--- src/hdl/gmac_pkg.sv ---
// Purpose: constants and types shared by the gauge mode and alert control block
// Assumes: 50 MHz clock, 16-bit register data on a byte address
// Notes: the target address is held for the serial bus front end
package gmac_pkg;

	// timing
	localparam int unsigned CLK_HZ = 50_000_000;
	localparam int unsigned FIRST_CONV_MS = 250;
	localparam int unsigned CONV_PERIOD_MS = 1000;
	localparam int unsigned FIRST_CONV_CYC = (CLK_HZ / 1000) * FIRST_CONV_MS;
	localparam int unsigned CONV_PERIOD_CYC = (CLK_HZ / 1000) * CONV_PERIOD_MS;
	localparam int CNT_W = 32;

	// serial bus target address
	localparam logic [6:0] BUS_TARGET_ADDR = 7'h55;

	// register offsets
	localparam logic [7:0] OFS_CONTROL = 8'h00;
	localparam logic [7:0] OFS_CURRENT = 8'h04;
	localparam logic [7:0] OFS_TEMPERATURE = 8'h06;
	localparam logic [7:0] OFS_VOLTAGE = 8'h08;
	localparam logic [7:0] OFS_ALERT_FLAG = 8'h0a;
	localparam logic [7:0] OFS_CHARGE_LEVEL = 8'h2c;
	localparam logic [7:0] OFS_IRQ_STATUS = 8'h36;
	localparam logic [7:0] OFS_DESIGN_CAP = 8'h3c;
	localparam logic [7:0] OFS_ALERT_ENABLE = 8'h70;
	localparam logic [7:0] OFS_MODE_CONFIG = 8'h72;
	localparam logic [7:0] OFS_VOLT_HIGH = 8'h74;
	localparam logic [7:0] OFS_VOLT_LOW = 8'h76;
	localparam logic [7:0] OFS_TEMP_HIGH = 8'h78;
	localparam logic [7:0] OFS_CURR_LIMIT = 8'h7a;
	localparam logic [7:0] OFS_LEVEL_LOW = 8'h7c;

	// reset values
	localparam logic [15:0] RST_CURRENT = 16'h0000;
	localparam logic [15:0] RST_TEMPERATURE = 16'h0ba6;
	localparam logic [15:0] RST_VOLTAGE = 16'h0ed8;
	localparam logic [15:0] RST_CHARGE_LEVEL = 16'h0032;
	localparam logic [15:0] RST_DESIGN_CAP = 16'h07d0;
	localparam logic [15:0] RST_MODE_CONFIG = 16'h0040;

	// control commands
	localparam logic [15:0] CMD_QUICK_SENSE = 16'h4000;
	localparam logic [15:0] CMD_SLEEP_ENTER = 16'h0001;
	localparam logic [15:0] CMD_SLEEP_EXIT = 16'h0002;
	localparam logic [15:0] CMD_SHDN_ENTER = 16'h0003;
	localparam logic [15:0] CMD_SHDN_EXIT = 16'h0004;

	// mode config fields
	localparam int CFG_SLEEP_EN_BIT = 0;
	localparam int CFG_SHDN_EN_BIT = 1;
	localparam int CFG_IRQ_EN_BIT = 2;
	localparam int CFG_MULT_LSB = 4;
	localparam int CFG_MULT_W = 5;
	localparam logic [4:0] SLEEP_MULT_MIN = 5'h02;
	localparam logic [4:0] SLEEP_MULT_MAX = 5'h10;

	// measurement span
	localparam logic [15:0] VOLT_MIN_MV = 16'h09c4;
	localparam logic [15:0] VOLT_MAX_MV = 16'h157c;
	localparam logic signed [15:0] CURR_MAX_MA = 16'sh2710;

	// alert bit positions
	localparam int ALERT_N = 9;
	localparam int AL_CHARGE_OVERTEMP = 0;
	localparam int AL_DISCHARGE_OVERTEMP = 1;
	localparam int AL_VOLTAGE_HIGH = 2;
	localparam int AL_VOLTAGE_LOW = 3;
	localparam int AL_CHARGE_LEVEL_LOW = 4;
	localparam int AL_CHARGE_LEVEL_CHANGED = 5;
	localparam int AL_CHARGE_OVERCURRENT = 6;
	localparam int AL_DISCHARGE_OVERCURRENT = 7;
	localparam int AL_TEMPERATURE_CHANGED = 8;
	localparam logic [8:0] AL_CHANGE_MASK = 9'h120;

	typedef enum logic [1:0] {
		MODE_ACTIVE,
		MODE_SLEEP,
		MODE_SHDN_CMD,
		MODE_SHDN_BUS
	} gmac_mode_e;

endpackage : gmac_pkg

--- src/hdl/gmac_top.sv ---
// Purpose: measurement scheduler, power modes, quick sense and alert logic of a gauge
// Assumes: all inputs synchronous to clk; front end delivers sampled codes
// Notes: alarm pin is open drain, driven low while its enable is high
//
// Overview of operation
// first conversion 250ms, then every 1s
// fresh voltage 1s after leaving sleep
// voltage in mV, span 2.5 to 5.5V
// signed current in mA, 10A span
// design capacity 1mAh steps, resets 0x07D0
// charge level read-only, first at 250ms
// three power modes, active after reset
// active mode refreshes measurements every second
// sleep period 2 to 16 times, default 4
// sleep entry and exit only when enabled
// shutdown halts measurement and register updates
// shutdown entry by command or bus low
// shutdown exit matches its entry path
// command 0x4000 restarts sensing and charge level
// nine alert conditions detected
// host arms alerts before use
// disabled alert flag untouched; enabled sets
// ordinary flags clear when condition ends
// flag change with irq enabled raises alarm
// only irq register read clears alarm
// clearing irq enable keeps pending alarm
// disabling an alert clears its flag
// serial target address 7'b1010101, fast mode
// alerts evaluated once per measurement period
//
// Added by the designer: strobed register access and the address map.
`timescale 1ns/1ns
`default_nettype none
module gmac_top #(
	parameter int unsigned FIRST_CYC = gmac_pkg::FIRST_CONV_CYC,
	parameter int unsigned PERIOD_CYC = gmac_pkg::CONV_PERIOD_CYC
) (
	// clock and reset
	input wire logic clk,
	input wire logic srst,
	// register port
	input wire logic [7:0] reg_addr,
	input wire logic [15:0] reg_wdata,
	input wire logic reg_wr,
	input wire logic reg_rd,
	output logic [15:0] reg_rdata,
	// measurement front end
	input wire logic [15:0] adc_voltage_mv,
	input wire logic signed [15:0] adc_current_ma,
	input wire logic [15:0] adc_temperature,
	input wire logic [15:0] est_charge_level,
	input wire logic sleep_detect,
	input wire logic wake_detect,
	output logic conv_start,
	output logic soc_restart,
	output logic [1:0] power_mode,
	// serial bus line levels
	input wire logic scl_in,
	input wire logic sda_in,
	// alarm pin
	output logic alarm_out,
	output logic alarm_oe
);
	import gmac_pkg::*;
	localparam logic [6:0] TARGET_ADDR = BUS_TARGET_ADDR;

	// alert conditions from one set of samples
	function automatic logic [ALERT_N-1:0] alert_cond(
		input logic [15:0] v,
		input logic signed [15:0] i,
		input logic [15:0] t,
		input logic [15:0] soc,
		input logic [15:0] t_prev,
		input logic [15:0] soc_prev,
		input logic [15:0] vh,
		input logic [15:0] vl,
		input logic [15:0] th,
		input logic [15:0] il,
		input logic [15:0] sl
	);
		logic [ALERT_N-1:0] c;
		logic [15:0] mag;
		c = '0;
		mag = (i < 0) ? 16'(-i) : 16'(i);
		c[AL_CHARGE_OVERTEMP] = (i > 0) && (t > th);
		c[AL_DISCHARGE_OVERTEMP] = (i < 0) && (t > th);
		c[AL_VOLTAGE_HIGH] = v > vh;
		c[AL_VOLTAGE_LOW] = v < vl;
		c[AL_CHARGE_LEVEL_LOW] = soc < sl;
		c[AL_CHARGE_LEVEL_CHANGED] = soc != soc_prev;
		c[AL_CHARGE_OVERCURRENT] = (i > 0) && (mag > il);
		c[AL_DISCHARGE_OVERCURRENT] = (i < 0) && (mag > il);
		c[AL_TEMPERATURE_CHANGED] = t != t_prev;
		return c;
	endfunction : alert_cond

	// mode and scheduler state
	gmac_mode_e mode_q, mode_d;
	logic [CNT_W-1:0] cnt_q, cnt_d;
	logic [4:0] sub_q, sub_d;
	logic conv_start_q, conv_start_d;
	logic soc_restart_q, soc_restart_d;

	// measurement registers
	logic [15:0] voltage_q, voltage_d;
	logic [15:0] current_q, current_d;
	logic [15:0] temperature_q, temperature_d;
	logic [15:0] charge_level_q, charge_level_d;
	logic [15:0] design_cap_q, design_cap_d;

	// configuration registers
	logic [15:0] mode_config_q, mode_config_d;
	logic [ALERT_N-1:0] alert_en_q, alert_en_d;
	logic [15:0] volt_high_q, volt_high_d;
	logic [15:0] volt_low_q, volt_low_d;
	logic [15:0] temp_high_q, temp_high_d;
	logic [15:0] curr_limit_q, curr_limit_d;
	logic [15:0] level_low_q, level_low_d;

	// alert state
	logic [ALERT_N-1:0] flag_q, flag_d;
	logic [ALERT_N-1:0] irq_q, irq_d;
	logic alarm_oe_q, alarm_oe_d;
	logic [15:0] rdata_q, rdata_d;

	// decoded helpers
	logic sleep_en, shdn_en, irq_en, sample, in_shdn;
	logic [4:0] mult;
	logic [ALERT_N-1:0] armed, cond;
	logic [15:0] v_clamp, i_clamp;
	logic signed [15:0] i_s;

	always_comb begin
		sleep_en = mode_config_q[CFG_SLEEP_EN_BIT];
		shdn_en = mode_config_q[CFG_SHDN_EN_BIT];
		irq_en = mode_config_q[CFG_IRQ_EN_BIT];
		mult = mode_config_q[CFG_MULT_LSB +: CFG_MULT_W];
		if (mult < SLEEP_MULT_MIN) begin
			mult = SLEEP_MULT_MIN;
		end else if (mult > SLEEP_MULT_MAX) begin
			mult = SLEEP_MULT_MAX;
		end
		in_shdn = (mode_q == MODE_SHDN_CMD) || (mode_q == MODE_SHDN_BUS);

		// clamp to measurement span
		v_clamp = adc_voltage_mv;
		if (v_clamp < VOLT_MIN_MV) begin
			v_clamp = VOLT_MIN_MV;
		end else if (v_clamp > VOLT_MAX_MV) begin
			v_clamp = VOLT_MAX_MV;
		end
		i_s = adc_current_ma;
		if (i_s > CURR_MAX_MA) begin
			i_s = CURR_MAX_MA;
		end else if (i_s < -CURR_MAX_MA) begin
			i_s = -CURR_MAX_MA;
		end
		i_clamp = 16'(i_s);

		// threshold alerts armed by bit or by a nonzero threshold
		armed = alert_en_q;
		armed[AL_CHARGE_OVERTEMP] = alert_en_q[AL_CHARGE_OVERTEMP] || (temp_high_q != '0);
		armed[AL_DISCHARGE_OVERTEMP] = alert_en_q[AL_DISCHARGE_OVERTEMP] || (temp_high_q != '0);
		armed[AL_VOLTAGE_HIGH] = alert_en_q[AL_VOLTAGE_HIGH] || (volt_high_q != '0);
		armed[AL_VOLTAGE_LOW] = alert_en_q[AL_VOLTAGE_LOW] || (volt_low_q != '0);
		armed[AL_CHARGE_LEVEL_LOW] = alert_en_q[AL_CHARGE_LEVEL_LOW] || (level_low_q != '0);
		armed[AL_CHARGE_OVERCURRENT] = alert_en_q[AL_CHARGE_OVERCURRENT] || (curr_limit_q != '0);
		armed[AL_DISCHARGE_OVERCURRENT] = alert_en_q[AL_DISCHARGE_OVERCURRENT] || (curr_limit_q != '0);

		cond = alert_cond(v_clamp, i_s, adc_temperature, est_charge_level, temperature_q,
			charge_level_q, volt_high_q, volt_low_q, temp_high_q, curr_limit_q,
			level_low_q);

		// defaults
		mode_d = mode_q;
		cnt_d = cnt_q;
		sub_d = sub_q;
		soc_restart_d = 1'b0;
		voltage_d = voltage_q;
		current_d = current_q;
		temperature_d = temperature_q;
		charge_level_d = charge_level_q;
		design_cap_d = design_cap_q;
		mode_config_d = mode_config_q;
		alert_en_d = alert_en_q;
		volt_high_d = volt_high_q;
		volt_low_d = volt_low_q;
		temp_high_d = temp_high_q;
		curr_limit_d = curr_limit_q;
		level_low_d = level_low_q;
		flag_d = flag_q;
		irq_d = irq_q;
		sample = 1'b0;

		// measurement scheduler, halted in shutdown
		if (!in_shdn) begin
			if (cnt_q == '0) begin
				cnt_d = CNT_W'(PERIOD_CYC - 1);
				if (mode_q == MODE_SLEEP) begin
					if (sub_q >= mult - 5'h01) begin
						sub_d = '0;
						sample = 1'b1;
					end else begin
						sub_d = sub_q + 5'h01;
					end
				end else begin
					sample = 1'b1;
				end
			end else begin
				cnt_d = cnt_q - 1'b1;
			end
		end
		conv_start_d = sample;

		// store results at the end of each period
		if (sample) begin
			voltage_d = v_clamp;
			current_d = i_clamp;
			temperature_d = adc_temperature;
			charge_level_d = est_charge_level;
		end

		// register writes
		if (reg_wr) begin
			case (reg_addr)
				OFS_DESIGN_CAP: design_cap_d = reg_wdata;
				OFS_MODE_CONFIG: mode_config_d = reg_wdata;
				OFS_ALERT_ENABLE: alert_en_d = reg_wdata[ALERT_N-1:0];
				OFS_VOLT_HIGH: volt_high_d = reg_wdata;
				OFS_VOLT_LOW: volt_low_d = reg_wdata;
				OFS_TEMP_HIGH: temp_high_d = reg_wdata;
				OFS_CURR_LIMIT: curr_limit_d = reg_wdata;
				OFS_LEVEL_LOW: level_low_d = reg_wdata;
				OFS_ALERT_FLAG: flag_d = flag_q & (reg_wdata[ALERT_N-1:0] | ~AL_CHANGE_MASK);
				default: begin
				end
			endcase
		end

		// control commands
		if (reg_wr && (reg_addr == OFS_CONTROL)) begin
			case (reg_wdata)
				CMD_QUICK_SENSE: begin
					if (!in_shdn) begin
						cnt_d = CNT_W'(FIRST_CYC - 1);
						sub_d = '0;
						soc_restart_d = 1'b1;
					end
				end
				CMD_SLEEP_ENTER: begin
					if (sleep_en && (mode_q == MODE_ACTIVE)) begin
						mode_d = MODE_SLEEP;
					end
				end
				CMD_SLEEP_EXIT: begin
					if (sleep_en && (mode_q == MODE_SLEEP)) begin
						mode_d = MODE_ACTIVE;
						cnt_d = CNT_W'(PERIOD_CYC - 1);
						sub_d = '0;
					end
				end
				CMD_SHDN_ENTER: begin
					if (shdn_en && !in_shdn) begin
						mode_d = MODE_SHDN_CMD;
					end
				end
				CMD_SHDN_EXIT: begin
					if (mode_q == MODE_SHDN_CMD) begin
						mode_d = MODE_ACTIVE;
						cnt_d = CNT_W'(PERIOD_CYC - 1);
						sub_d = '0;
					end
				end
				default: begin
				end
			endcase
		end else begin
			case (mode_q)
				MODE_ACTIVE: begin
					if (shdn_en && !scl_in && !sda_in) begin
						mode_d = MODE_SHDN_BUS;
					end else if (sleep_en && sleep_detect) begin
						mode_d = MODE_SLEEP;
					end
				end
				MODE_SLEEP: begin
					if (shdn_en && !scl_in && !sda_in) begin
						mode_d = MODE_SHDN_BUS;
					end else if (sleep_en && wake_detect) begin
						mode_d = MODE_ACTIVE;
						cnt_d = CNT_W'(PERIOD_CYC - 1);
						sub_d = '0;
					end
				end
				MODE_SHDN_BUS: begin
					if (scl_in && sda_in) begin
						mode_d = MODE_ACTIVE;
						cnt_d = CNT_W'(PERIOD_CYC - 1);
						sub_d = '0;
					end
				end
				MODE_SHDN_CMD: mode_d = MODE_SHDN_CMD;
				default: mode_d = MODE_ACTIVE;
			endcase
		end
		// irq read also clears the change flags
		if (reg_rd && (reg_addr == OFS_IRQ_STATUS)) begin
			flag_d = flag_d & ~AL_CHANGE_MASK;
			irq_d = '0;
		end
		// alert evaluation at measurement boundaries, set wins over clear
		if (sample) begin
			flag_d = ((flag_d & AL_CHANGE_MASK) | (cond & armed)) & (cond | AL_CHANGE_MASK);
			flag_d = (flag_d & armed) | (flag_q & ~armed);
		end
		flag_d = flag_d & alert_en_d | flag_d & armed & ~alert_en_q;
		// irq on flag change only, never cleared by irq enable
		if (irq_en) begin
			irq_d = irq_d | (flag_d ^ flag_q);
		end
		alarm_oe_d = |irq_d;
		// read mux
		rdata_d = '0;
		if (reg_rd) begin
			case (reg_addr)
				OFS_CONTROL: rdata_d = {14'h0000, mode_q};
				OFS_CURRENT: rdata_d = current_q;
				OFS_TEMPERATURE: rdata_d = temperature_q;
				OFS_VOLTAGE: rdata_d = voltage_q;
				OFS_ALERT_FLAG: rdata_d = {7'h00, flag_q};
				OFS_CHARGE_LEVEL: rdata_d = charge_level_q;
				OFS_IRQ_STATUS: rdata_d = {7'h00, irq_q};
				OFS_DESIGN_CAP: rdata_d = design_cap_q;
				OFS_ALERT_ENABLE: rdata_d = {7'h00, alert_en_q};
				OFS_MODE_CONFIG: rdata_d = mode_config_q;
				OFS_VOLT_HIGH: rdata_d = volt_high_q;
				OFS_VOLT_LOW: rdata_d = volt_low_q;
				OFS_TEMP_HIGH: rdata_d = temp_high_q;
				OFS_CURR_LIMIT: rdata_d = curr_limit_q;
				OFS_LEVEL_LOW: rdata_d = level_low_q;
				default: rdata_d = '0;
			endcase
		end
	end
	always_ff @(posedge clk) begin
		if (srst) begin
			mode_q <= MODE_ACTIVE;
			cnt_q <= CNT_W'(FIRST_CYC - 1);
			sub_q <= '0;
			conv_start_q <= 1'b0;
			soc_restart_q <= 1'b0;
			voltage_q <= RST_VOLTAGE;
			current_q <= RST_CURRENT;
			temperature_q <= RST_TEMPERATURE;
			charge_level_q <= RST_CHARGE_LEVEL;
			design_cap_q <= RST_DESIGN_CAP;
			mode_config_q <= RST_MODE_CONFIG;
			alert_en_q <= '0;
			volt_high_q <= '0;
			volt_low_q <= '0;
			temp_high_q <= '0;
			curr_limit_q <= '0;
			level_low_q <= '0;
			flag_q <= '0;
			irq_q <= '0;
			alarm_oe_q <= 1'b0;
			rdata_q <= '0;
		end else begin
			mode_q <= mode_d;
			cnt_q <= cnt_d;
			sub_q <= sub_d;
			conv_start_q <= conv_start_d;
			soc_restart_q <= soc_restart_d;
			voltage_q <= voltage_d;
			current_q <= current_d;
			temperature_q <= temperature_d;
			charge_level_q <= charge_level_d;
			design_cap_q <= design_cap_d;
			mode_config_q <= mode_config_d;
			alert_en_q <= alert_en_d;
			volt_high_q <= volt_high_d;
			volt_low_q <= volt_low_d;
			temp_high_q <= temp_high_d;
			curr_limit_q <= curr_limit_d;
			level_low_q <= level_low_d;
			flag_q <= flag_d;
			irq_q <= irq_d;
			alarm_oe_q <= alarm_oe_d;
			rdata_q <= rdata_d;
		end
	end
	// outputs
	assign reg_rdata = rdata_q;
	assign conv_start = conv_start_q;
	assign soc_restart = soc_restart_q;
	assign power_mode = mode_q;
	assign alarm_out = 1'b0;
	assign alarm_oe = alarm_oe_q;
endmodule : gmac_top
`default_nettype wire

--- config.mk ---
export PLATFORM = sky130hd
export DESIGN_NAME = gmac_top
export DESIGN_NICKNAME = d
export VERILOG_FILES = /design/src/hdl/gmac_pkg.sv /design/src/hdl/gmac_top.sv
export SDC_FILE = /design/constraint.sdc
export NUM_CORES = 1
export LEC_CHECK = 0
export ABC_CLOCK_PERIOD_IN_PS = 10500
export BUFFER_PORTS_ARGS = -buffer_cell sky130_fd_sc_hd__buf_2
export CORE_MARGIN = 2
export CORE_UTILIZATION = 50
export DETAILED_ROUTE_END_ITERATION = 6
export PLACE_DENSITY = 0.71
export RECOVER_POWER = 100
export REMOVE_ABC_BUFFERS = 1
export SYNTH_ARGS = -nofsm -noshare
export SYNTH_HDL_FRONTEND = slang
export SYNTH_SLANG_ARGS = --single-unit
--- constraint.sdc ---
create_clock -name clk -period 10.5 [get_ports clk]
set_clock_uncertainty 0.15 [all_clocks]
set_input_delay 2.1 -clock clk [delete_from_list [all_inputs] [get_ports clk]]
set_output_delay 2.1 -clock clk [all_outputs]
set_load 0.1 [all_outputs]
# Word level (Yosys, flattened, before mapping)
# Index checks and enable logic that the tools add are counted.
classes:
  order_cmp: 14
  n_mux: 57
  n_addsub: 4
  bitwise: 18
  n_reduce_logical: 44
  n_eq_ne: 32
op_table:
  columns: ["op", "n"]
  rows:
  - ["$mux 32", 9]
  - ["$pmux 16 s15", 1]
  - ["$pmux 32 s3", 1]
  - ["$mux 16", 5]
  - ["$reduce_bool 16->1", 5]
  - ["$and 9x9->9", 8]
  - ["$mux 9", 8]
  - ["$mux 5", 13]
  - ["$pmux 32 s2", 1]
  - ["$eq 8x7->1 const B", 7]
  - ["$gt 16x16->1", 3]
  - ["$or 9x9->9", 4]
  - ["$eq 16x2->1 const B", 2]
  - ["$logic_not 32->1", 1]
  - ["$lt 16x16->1", 2]
  - ["$ne 16x16->1", 2]
  - ["$sub 32x1->32 const B", 1]
  - ["$eq 8x6->1 const B", 3]
  - ["$mux 2", 10]
  - ["$not 9->9", 2]
  - ["$eq 16x1->1 const B", 1]
  - ["$eq 16x15->1 const B", 1]
  - ["$eq 16x3->1 const B", 1]
  - ["$eq 8x3->1 const B", 2]
  - ["other kinds (35)", 76]
word_totals:
  out_inout_bits: 22
  ff_bits: 261
  inputBits: 96

# Depth between registers and ports, before layout
# Gate-level depths: netlist of run 1.
depth:
  ltp_word: 20
  mapped_depth: 28
  ltp_nobuf: 26

# Least setup slack after synthesis of run 1
# No wires, ideal clock.
synth_timing:
  path_kind: "input to register"
  from: "input adc_current_ma[4]"
  to: "register alarm_oe_q, in the netlist alarm_oe"
  t_required_ns: 10.273
  slack_ns: 2.860
  n_path_buf: 2
  stages: 27
  arrival_ns: 7.414
  path_cell_list: "clkbuf_1 nand4_1 a21oi_1 o211ai_1 ha_1 clkbuf_1 nor2_1 nand2_1 ha_1 nor3b_1 and3_1 nor3b_1 nand3_1 nor3_1 nor2_1 o21ai_0 a21oi_1 ha_1 nand2_1 nor3_1 nand4_1 o211ai_1 or3b_2 or4b_1 a31o_2 and3_1 a41oi_2"
synth_via:
  elab_chain_len: 20
synth_rtl:
  columns: ["element", "line", "rtl"]
  rows:
  - ["start: declaration", "gmac_top.sv:49", "input wire logic signed [15:0] adc_current_ma,"]
  - ["$lt 16x15->1", "gmac_top.sv:155", "end else if (i_s < -CURR_MAX_MA) begin"]
  - ["$mux 16", "gmac_top.sv:155", null]
  - ["$mux 16 (*)", "gmac_top.sv:153", "if (i_s > CURR_MAX_MA) begin"]
  - ["$neg 16->16 or $lt 16x1->1 (tied branches)", "gmac_top.sv:84, gmac_top.sv:86, gmac_top.sv:92", null]
  - ["$mux 16", "gmac_top.sv:84", "mag = (i < 0) ? 16'(-i) : 16'(i);"]
  - ["$gt 16x16->1", "gmac_top.sv:91, gmac_top.sv:92", null]
  - ["$logic_and 1x1->1, on equally long branches", "gmac_top.sv:91, gmac_top.sv:92", null]
  - ["$and 9x9->9", "gmac_top.sv:313", "flag_d = ((flag_d & AL_CHANGE_MASK) | (cond & armed)) & (cond | AL_CHANGE_MASK);"]
  - ["[... 3 more ...]", null, null]
  - ["$or 9x9->9 (*)", "gmac_top.sv:314", "flag_d = (flag_d & armed) | (flag_q & ~armed);"]
  - ["$mux 9 (*)", "gmac_top.sv:312", "if (sample) begin"]
  - ["$and 9x9->9 (2 in a row)", "gmac_top.sv:316", "flag_d = flag_d & alert_en_d | flag_d & armed & ~alert_en_q;"]
  - ["$or 9x9->9 (*)", "gmac_top.sv:316", null]
  - ["$xor 9x9->9 (*)", "gmac_top.sv:319", "irq_d = irq_d | (flag_d ^ flag_q);"]
  - ["$or 9x9->9 (*)", "gmac_top.sv:319", null]
  - ["$mux 9 (*)", "gmac_top.sv:318", "if (irq_en) begin"]
  - ["$reduce_or 9->1 (*)", "gmac_top.sv:321", "alarm_oe_d = |irq_d;"]
  - ["end signal: assignment", "gmac_top.sv:388", "alarm_oe_q <= alarm_oe_d;"]
  - ["end: declaration", "gmac_top.sv:123", "logic alarm_oe_q, alarm_oe_d;"]
# Every way passes the cells marked *; elsewhere a longest branch is shown, timed or not.
# A chain may end at the register's enable or synchronous reset.

==> results.ini, run 1 <==
[critical_path]
endpoint = voltage_q[12]$_SDFFE_PP0P_
path_cells = clkbuf_1, clkbuf_1, clkbuf_2, a21oi_1, o21a_1
cpLargestDelayFamily = buffers and inverters
crit_path_frequent_cell = clkbuf_1
cp_slowest_cell = clkbuf_1
r2r-start = mode_config_q[6]$_SDFFE_PP1P_
crit_path_max_fanout = 87
reg2regPathDepth = 16
r2r_end = alarm_oe$_SDFF_PP0_
cp-start-kind = primary input
cp-end-kind = flop
required_ns = 10.81
crit_arrival_ns = 9.07
critPathKind = in -> reg
cp_num_cells = 5
worstPathBufferInverterCount = 3
slowest_delay_ns = 2.91
crit_start = srst
r2r_slack_ns = 5.83

[timing]
finalMaxSlewViolations = 157
fmax_mhz = 114
period_minus_slack_ns = 8.76
slew_headroom_pct = -183
hold_violations = 0
finalSetupViolCount = 0
fin_setup_tns_ns = 0
worst_pin_slew_ns = 4.24
rsz0062_at_grt = no
fin_crit_sh_pct = 83.4

[power]
finalPower_mw = 2.29
peakVddDrop_mv = 0.126
p_per_area_nw_per_um2 = 133
leakagePower_nw = 6.04

[cts]
post_cts_buffers = 0
cts-buffers-inserted = 30
cts_max_level = 1
cts_tree = built
cts_sinks = 261
cts-root-buf = clkbuf_16
insertion_delay_ns = 0.58
cts_hold_buf = 0
cts.clk_slew.worst_paths_ns = 0.06
clockBufferDepth = 3
cts_resized = 0

[finish]
drive_gt1_share_pct = 9.24
regArea_um2 = 5230
regMostFlops = cnt_q
n_antenna_cell = 0
fillers = 2939
largest_reg_flops = 32
multi_input_area_um2 = 9340
synthToLayoutAreaGrowth_pct = 11.8
layout_common_cells = 366 x nand2_1, 261 x dfxtp_1, 228 x a21oi_1
layout_commonest_cell = nand2_1
nets = 2296

[route]
drtAntennaViolNets = 0
first_pass_iters = 7
viasPerCell = 6.43
drc = 14
via_count = 16253
wirelength_um = 59200
drt_iter0_markers = 2166
wl_per_cell_um = 23.4

[synthesis]
synth_edf_count = 0
syn-cell-area_um2 = 15400
synth-async-reset-ratio_pct = 0
yosys_warnings = 0
synthCells = 2057
synth.avg_cell_area_um2 = 7.49
yosys_register_bits = 261
ys_seq_area_share_pct = 33.9
synth_ff_type = dfxtp_1
yosysUniqueCellTypes = 77

[floorplanning]
die_height_um = 180
core_um2 = 30400
std_cell_rows = 64
dieArea_um2 = 32200
start_util_pct = 50.6
pin_count = 118
die_w_um = 180

[hold_path]
hold_depth = 2
hp-start = voltage_q[11]$_SDFFE_PP1P_
hold_class = reg -> reg

[placed_design]
port_buffers = 116
dpl.hpwl_um = 43300
gp_congestion = 0.990

[global_routing]
gr-usage-all-layers_pct = 35.4
grt_pass1_vias = 15071
grt_overflow = 0
grt_pass1_wl_um = 90100
grt_max_degree = 88
antenna_found_initial = 0

[run_status]
violations = DRC, capacitance limit, slew limit
outcome = finished, violations left

[run]
maxCapViolCount = 2

[area by class of cell]
cell class	count	area share [%]
multi-input cells	1572	54.3
flip-flops and latches	261	30.3
clock buffers	46	5.30
repair buffers	142	4.30
well taps	396	2.88
inverters	104	2.27
clock inverters	7	0.654
[kinds of logic after synthesis]
group | Yosys count | synth area share [%]
and+or+nand+nor | 880 | 27.2
AOI/OAI and AO/OA | 520 | 21.3
DFF | 261 | 33.9
buffers and inverters | 230 | 5.77
adders and majority gates | 89 | 7.23
xor gates and xnor gates | 49 | 2.79
muxes | 27 | 1.81
other | 1 | 0.0243
[report_power, final]
group          switching [mW]  internal [mW]  leakage [nW]
Combinational           0.129         0.0653          3.43
Sequential            0.00195          0.992          2.10
Clock                   0.436          0.665         0.502
Total                   0.567           1.72          6.04
[how the worst min path moves through the flow]
stage,endpoint
6_report,voltage_q[11]$_SDFFE_PP1P_
5_1_grt,mode_config_q[12]$_SDFFE_PP0P_
4_1_cts,voltage_q[11]$_SDFFE_PP1P_
3_5_place_dp,voltage_q[11]$_SDFFE_PP1P_
3_3_place_gp,voltage_q[11]$_SDFFE_PP1P_
2_1_floorplan,voltage_q[11]$_SDFFE_PP1P_
[synth_stat cells (all sizes together) (19+ instances only)]
cell,count,area [um2]
nor3,48,240
a31oi,22,138
a22oi,19,143
inv,103,387
nand4,31,194
nand3b,28,210
nand3,110,551
nor2,141,529
clkbuf,110,415
mux2i,20,200
a221oi,28,245
ha,89,1110
nand2,366,1370
o21ai,74,370
a21oi,228,1140
dfxtp,261,5230
nor4,45,297
xnor2,38,333
[layer usage]
layer	track usage [%]	up-vias	part of all wire, %
li1	-	7480	-
met5	0	-	0
met1	49.5	7675	41
met3	6.34	175	12
met4	15.2	0	4.7
met2	53.7	923	43
[worst register-to-register path, delay by kind of cell (launching register included)]
family,cells,cell delay [ns]
flip-flops,1,0.38
adder cells (fa/ha/maj),2,0.60
AND/OR/NAND/NOR,7,1.31
AO/OA/AOI/OAI,5,1.21
buffers and inverters,2,0.72
[through the flow]
stage | instances | hold WS, ns | instance area [um2] | util [%] | worst slack, ns
3_3_place_gp | 2475 | 0.286 | 16200 | 53.4 | 2.00
5_1_grt | 2528 | 0.321 | 17200 | 56.6 | 1.43
4_1_cts | 2528 | 0.298 | 17300 | 56.7 | 2.50
6_report | 2528 | 0.294 | 17200 | 56.6 | 1.74
2_1_floorplan | 1937 | 0.272 | 14900 | - | 3.02
3_5_place_dp | 2475 | 0.289 | 16200 | 53.4 | 1.91
(Power assumes the default switching activity.)
==> run 2, diff against run 1 <==
--- a/config.mk
+++ b/config.mk
@@ -5,7 +5,7 @@
 export SDC_FILE = /design/constraint.sdc
 export NUM_CORES = 1
 export LEC_CHECK = 0
-export ABC_CLOCK_PERIOD_IN_PS = 10500
+export ABC_CLOCK_PERIOD_IN_PS = 8950
 export BUFFER_PORTS_ARGS = -buffer_cell sky130_fd_sc_hd__buf_2
 export CORE_MARGIN = 2
 export CORE_UTILIZATION = 50
==> constraint.sdc (replaced) <==
create_clock -name clk -period 8.95 [get_ports clk]
set_clock_uncertainty 0.15 [all_clocks]
set_input_delay 1.79 -clock clk [delete_from_list [all_inputs] [get_ports clk]]
set_output_delay 1.79 -clock clk [all_outputs]
set_load 0.1 [all_outputs]
==> results.ini, run 2 (same netlist as run 1, synthesis figures left out) <==
[critical_path]
r2r-start = mode_config_q[6]$_SDFFE_PP1P_
crit_path_max_fanout = 7  ; -92%
required_ns = 9.27  ; -1.54 ns
reg2regPathDepth = 14  ; -2
r2r_end = alarm_oe$_SDFF_PP0_
slowest_delay_ns = 0.49  ; -2.42 ns
cp-start-kind = primary input
r2r_slack_ns = 1.77  ; -4.06 ns
crit_arrival_ns = 7.51  ; -1.56 ns
cp_slowest_cell = or3b_2
cp-end-kind = flop
critPathKind = in -> reg

[timing]
finalSetupViolCount = 0  ; unchanged
setup_slack_ns = 1.76  ; +0.0188 ns
holdWs_ns = 0.294  ; -0.000410 ns
fin_setup_tns_ns = 0  ; unchanged
period_minus_slack_ns = 7.19
rsz0062_at_grt = no
worst_pin_slew_ns = 3.13  ; -1.11 ns
fin_crit_sh_pct = 80.3
hold_violations = 0  ; unchanged
finalMaxSlewViolations = 175  ; +11%
fmax_mhz = 139
slew_headroom_pct = -110  ; +73 points

[placed_design]
port_buffers = 116  ; unchanged
dp_slack_ns = 1.35  ; -0.567 ns
dp.cells = 2478  ; +0.12%
gp_congestion = 0.972  ; -1.8%
place_area_um2 = 16300  ; +0.14%
dpl.hpwl_um = 43500  ; +0.48%

[cts]
cts-root-buf = clkbuf_16
clockBufferDepth = 3  ; unchanged
cts_resized = 0  ; unchanged
cts_max_level = 1  ; unchanged
cts_tree = built
cts_hold_buf = 0  ; unchanged
cts-buffers-inserted = 29  ; -3.3%
insertion_delay_ns = 0.58  ; about the same
cts_sinks = 261  ; unchanged
cts.clk_slew.worst_paths_ns = 0.06  ; about the same
post_cts_buffers = 0  ; unchanged

[finish]
finalNonFillerCells = 2531  ; +0.12%
design_area_um2 = 17200  ; -0.28%
nets = 2298  ; +0.087%
n_antenna_cell = 0  ; unchanged
layout_commonest_cell = nand2_1
synthToLayoutAreaGrowth_pct = 11.4
drive_gt1_share_pct = 8.62  ; -0.62 points
largest_reg_flops = 32  ; unchanged
regMostFlops = cnt_q
layout_common_cells = 366 x nand2_1, 261 x dfxtp_1, 228 x a21oi_1

[hold_path]
min_to = voltage_q[11]$_SDFFE_PP1P_
hold_depth = 2  ; unchanged
hp-start = voltage_q[11]$_SDFFE_PP1P_
hold_class = reg -> reg

[route]
wl_per_cell_um = 23.5  ; +0.34%
viasPerCell = 6.43  ; about the same
drt_iter0_markers = 2044  ; -5.6%
wirelength_um = 59400  ; +0.46%
via_count = 16282  ; +0.18%
drtAntennaViolNets = 0  ; unchanged
first_pass_iters = 6  ; -1
drc = 0  ; -14

[global_routing]
grt_pass1_wl_um = 90400  ; +0.38%
grt_overflow = 0  ; unchanged
grt_pass1_vias = 15113  ; +0.28%
gr-usage-all-layers_pct = 35.6  ; +0.20 points
grt_max_degree = 87  ; -1.1%
antenna_found_initial = 0  ; unchanged

[power]
peakVddDrop_mv = 0.175  ; +39%
p_per_area_nw_per_um2 = 155  ; +17%
switchingPower_mw = 0.668  ; +18%
p_sw_share_pct = 25.1  ; +0.29 points
combPwrFrac_pct = 8.6  ; about the same
pwr-share-clk_pct = 47.7  ; -0.4 points
power.internal_mw = 2.00  ; +16%
seqPwrFrac_pct = 43.7  ; +0.3 points
leakagePower_nw = 5.99  ; -0.76%

[run]
maxCapViolCount = 5  ; +3

[run_status]
outcome = finished, violations left
violations = capacitance limit, slew limit

[floorplanning]
die_height_um = 180  ; unchanged
die_w_um = 180  ; unchanged
std_cell_rows = 64  ; unchanged
start_util_pct = 50.6  ; unchanged
pin_count = 118  ; unchanged
dieArea_um2 = 32200  ; unchanged
core_um2 = 30400  ; unchanged

run 2: how the worst max path moves through the flow:
stage	slack [ns]	end	from
3_3_place_gp	1.46	alarm_oe$_SDFF_PP0_	adc_current_ma[4]
6_report	1.76	alarm_oe$_SDFF_PP0_	adc_current_ma[10]
3_5_place_dp	1.35	alarm_oe$_SDFF_PP0_	adc_current_ma[4]
2_1_floorplan	1.78	alarm_oe$_SDFF_PP0_	adc_current_ma[10]
4_1_cts	1.91	alarm_oe$_SDFF_PP0_	adc_current_ma[4]
5_1_grt	1.28	alarm_oe$_SDFF_PP0_	adc_current_ma[10]
run 2: cell type report:
type,instances,area [um2]
well taps,396,495
clock inverters,14,210
inverters,104,390
repair buffers,145,739
fillers,2964,13300
flip-flops and latches,261,5230
multi-input cells,1572,9320
clock buffers,39,783
run 2: power groups by stage:
stage	clock network (mW)	registers, mW	logic (mW)
global placement	0	1.19	0.220
floorplan	0	1.19	0.107
global route	1.33	1.16	0.252
finish	1.27	1.17	0.230
CTS	1.28	1.17	0.225
detailed placement	0	1.19	0.224
run 2: routing by layer:
layer  global-route usage [%]  part of all wire (%)  vias up
met4                     14.7                   4.8        0
met2                     54.7                    43      928
met1                     48.5                    41     7699
li1                         -                     -     7479
met3                     7.90                    11      176
met5                        0                     0        -
run 2: through the flow:
stage               utilization [%]  power, mW
global placement               53.4       1.41
floorplan                         -       1.30
finish                         56.4       2.67
global route                   56.4       2.74
CTS                            56.7       2.67
detailed placement             53.4       1.41
run 2: worst max-delay path: cells and delay by family:
kind | cells | cell delay, ns
AND/OR/NAND/NOR | 15 | 3.47
adder cells (fa/ha/maj) | 3 | 0.82
buffers and inverters | 1 | 0.27
AO/OA/AOI/OAI | 7 | 1.20
==> run 3, diff against run 2 <==
--- a/config.mk
+++ b/config.mk
@@ -5,7 +5,7 @@
 export SDC_FILE = /design/constraint.sdc
 export NUM_CORES = 1
 export LEC_CHECK = 0
-export ABC_CLOCK_PERIOD_IN_PS = 8950
+export ABC_CLOCK_PERIOD_IN_PS = 7430
 export BUFFER_PORTS_ARGS = -buffer_cell sky130_fd_sc_hd__buf_2
 export CORE_MARGIN = 2
 export CORE_UTILIZATION = 50
==> constraint.sdc (replaced) <==
create_clock -name clk -period 7.43 [get_ports clk]
set_clock_uncertainty 0.15 [all_clocks]
set_input_delay 1.486 -clock clk [delete_from_list [all_inputs] [get_ports clk]]
set_output_delay 1.486 -clock clk [all_outputs]
set_load 0.1 [all_outputs]
==> results.ini, run 3 (same netlist as run 1, synthesis figures left out) <==
[power]
peakVddDrop_mv = 0.207  ; +18%
leakagePower_nw = 6.08  ; +1.4%
p_per_area_nw_per_um2 = 191  ; +23%

[cts]
cts_resized = 0  ; unchanged
cts_max_level = 1  ; unchanged
cts.clk_slew.worst_paths_ns = 0.06  ; about the same
cts-buffers-inserted = 30  ; +3.4%
post_cts_buffers = 0  ; unchanged
cts-root-buf = clkbuf_16
clockBufferDepth = 3  ; unchanged
cts_hold_buf = 0  ; unchanged
cts_sinks = 261  ; unchanged
cts_tree = built
insertion_delay_ns = 0.57  ; about the same

[finish]
nets = 2301  ; +0.13%
largest_reg_flops = 32  ; unchanged
layout_common_cells = 366 x nand2_1, 261 x dfxtp_1, 228 x a21oi_1
finalNonFillerCells = 2534  ; +0.12%
layout_commonest_cell = nand2_1
regMostFlops = cnt_q
fillers = 2856  ; -3.6%
n_antenna_cell = 0  ; unchanged
drive_gt1_share_pct = 9.12  ; +0.50 points
synthToLayoutAreaGrowth_pct = 12.3

[timing]
fin_crit_sh_pct = 91.6
finalSetupViolCount = 0  ; unchanged
period_minus_slack_ns = 6.80
finalMaxSlewViolations = 194  ; +11%
hold_violations = 0  ; unchanged
worst_pin_slew_ns = 2.73  ; -0.406 ns
rsz0062_at_grt = no
fin_setup_tns_ns = 0  ; unchanged
fmax_mhz = 147
setup_slack_ns = 0.627  ; -1.13 ns
slew_headroom_pct = -81.8  ; +28 points
holdWs_ns = 0.305  ; +0.0117 ns

[route]
drt_iter0_markers = 2345  ; +15%
first_pass_iters = 7  ; +1
drtAntennaViolNets = 0  ; unchanged
viasPerCell = 6.49  ; +0.81%
drc = 3  ; +3
wl_per_cell_um = 23.1  ; -1.6%
via_count = 16433  ; +0.93%
wirelength_um = 58600  ; -1.4%

[critical_path]
endpoint = alarm_oe$_SDFF_PP0_
r2r-start = mode_config_q[6]$_SDFFE_PP1P_
crit_path_max_fanout = 9  ; +2
cp-end-kind = flop
r2r_slack_ns = 0.88  ; -0.89 ns
required_ns = 7.76  ; -1.51 ns
crit_arrival_ns = 7.14  ; -0.37 ns
cp-start-kind = primary input
critPathKind = in -> reg
crit_start = adc_current_ma[4]
r2r_end = alarm_oe$_SDFF_PP0_
reg2regPathDepth = 13  ; -1

[hold_path]
hold_depth = 2  ; unchanged
hold_class = reg -> reg

[floorplanning]
pin_count = 118  ; unchanged
core_um2 = 30400  ; unchanged
die_w_um = 180  ; unchanged
std_cell_rows = 64  ; unchanged
start_util_pct = 50.6  ; unchanged
die_height_um = 180  ; unchanged
dieArea_um2 = 32200  ; unchanged

[global_routing]
grt_pass1_vias = 15179  ; +0.44%
antenna_found_initial = 1  ; +1
grt_max_degree = 91  ; +4.6%
grt_overflow = 0  ; unchanged
grt_pass1_wl_um = 88600  ; -2.0%
gr-usage-all-layers_pct = 34.9  ; -0.75 points

[run_status]
violations = DRC, capacitance limit, slew limit
outcome = finished, violations left

[placed_design]
dp.cells = 2480  ; +0.081%
dpl.hpwl_um = 42400  ; -2.5%
gp_congestion = 1.02  ; +4.9%
dp_slack_ns = 0.188  ; -1.16 ns
port_buffers = 116  ; unchanged

[run]
maxCapViolCount = 6  ; +1

[run 3: cell count changes in the layout (fill, tap and decap cells not counted), moves of 2 or more]
cell        delta
clkinvlp_4     -2
clkbuf_16      +2
clkbuf_8       +6
clkbuf_1       -8
buf_4          +5
[run 3: critical path, cell delays in order]
cell	delay (ns)
buf_2	0.18
nand4_1	0.12
a21oi_1	0.17
o211ai_1	0.10
ha_1	0.30
nor2_1	0.09
nand2_1	0.11
ha_1	0.21
nor3b_1	0.26
and3_1	0.27
nor3b_1	0.49
nand3_1	0.17
nor3_1	0.17
nor2_1	0.07
o21ai_0	0.19
a21oi_1	0.10
ha_1	0.29
nand2_1	0.06
nor3_1	0.33
nand4_1	0.19
o211ai_1	0.22
or3b_2	0.49
or4b_1	0.47
a31o_2	0.26
and3_1	0.14
a41oi_1	0.21
[run 3: where the power goes]
| part | leakage [nW] | switching [mW] | total (mW) | internal [mW] |
|---|---|---|---|---|
| Combinational | 3.44 | 0.184 | 0.278 | 0.0936 |
| Sequential | 2.10 | 0.00256 | 1.40 | 1.40 |
| Clock | 0.535 | 0.617 | 1.63 | 1.01 |
| Total | 6.08 | 0.803 | 3.31 | 2.50 |
[run 3: metrics by stage]
step / instance area (um2) / util, % / total power [mW]
final: 17300 / 56.8 / 3.31
after global routing: 17300 / 56.8 / 3.39
after CTS: 17400 / 57.1 / 3.31
after detailed placement: 16300 / 53.5 / 1.70
after global placement: 16300 / 53.5 / 1.70
after floorplan: 14900 / - / 1.56
[run 3: area by class of cell]
class	count	area (um2)	share of cell area (%)
Inverter	104	390	2.26
Timing Repair Buffer	147	767	4.43
Clock inverter	11	186	1.08
Clock buffer	43	901	5.21
Multi-Input combinational cell	1572	9330	53.9
Tap cell	396	495	2.86
Sequential cell	261	5230	30.2
[run 3: how the worst min path moves through the flow]
stage | startpoint | endpoint | slack, ns
3_3_place_gp | voltage_q[11]$_SDFFE_PP1P_ | voltage_q[11]$_SDFFE_PP1P_ | 0.29
5_1_grt | design_cap_q[13]$_SDFFE_PP0P_ | design_cap_q[13]$_SDFFE_PP0P_ | 0.32
2_1_floorplan | voltage_q[11]$_SDFFE_PP1P_ | voltage_q[11]$_SDFFE_PP1P_ | 0.27
4_1_cts | design_cap_q[2]$_SDFFE_PP0P_ | design_cap_q[2]$_SDFFE_PP0P_ | 0.30
3_5_place_dp | design_cap_q[2]$_SDFFE_PP0P_ | design_cap_q[2]$_SDFFE_PP0P_ | 0.30
6_report | design_cap_q[2]$_SDFFE_PP0P_ | design_cap_q[2]$_SDFFE_PP0P_ | 0.31
[run 3: routing by layer]
metal  part of all wire [%]  up-vias  track usage, %
met2                     42     1035            52.8
met1                     40     7700            47.4
li1                       -     7479               -
met5                  0.022        -               0
met3                     13      217            7.25
met4                    5.6        2            16.8
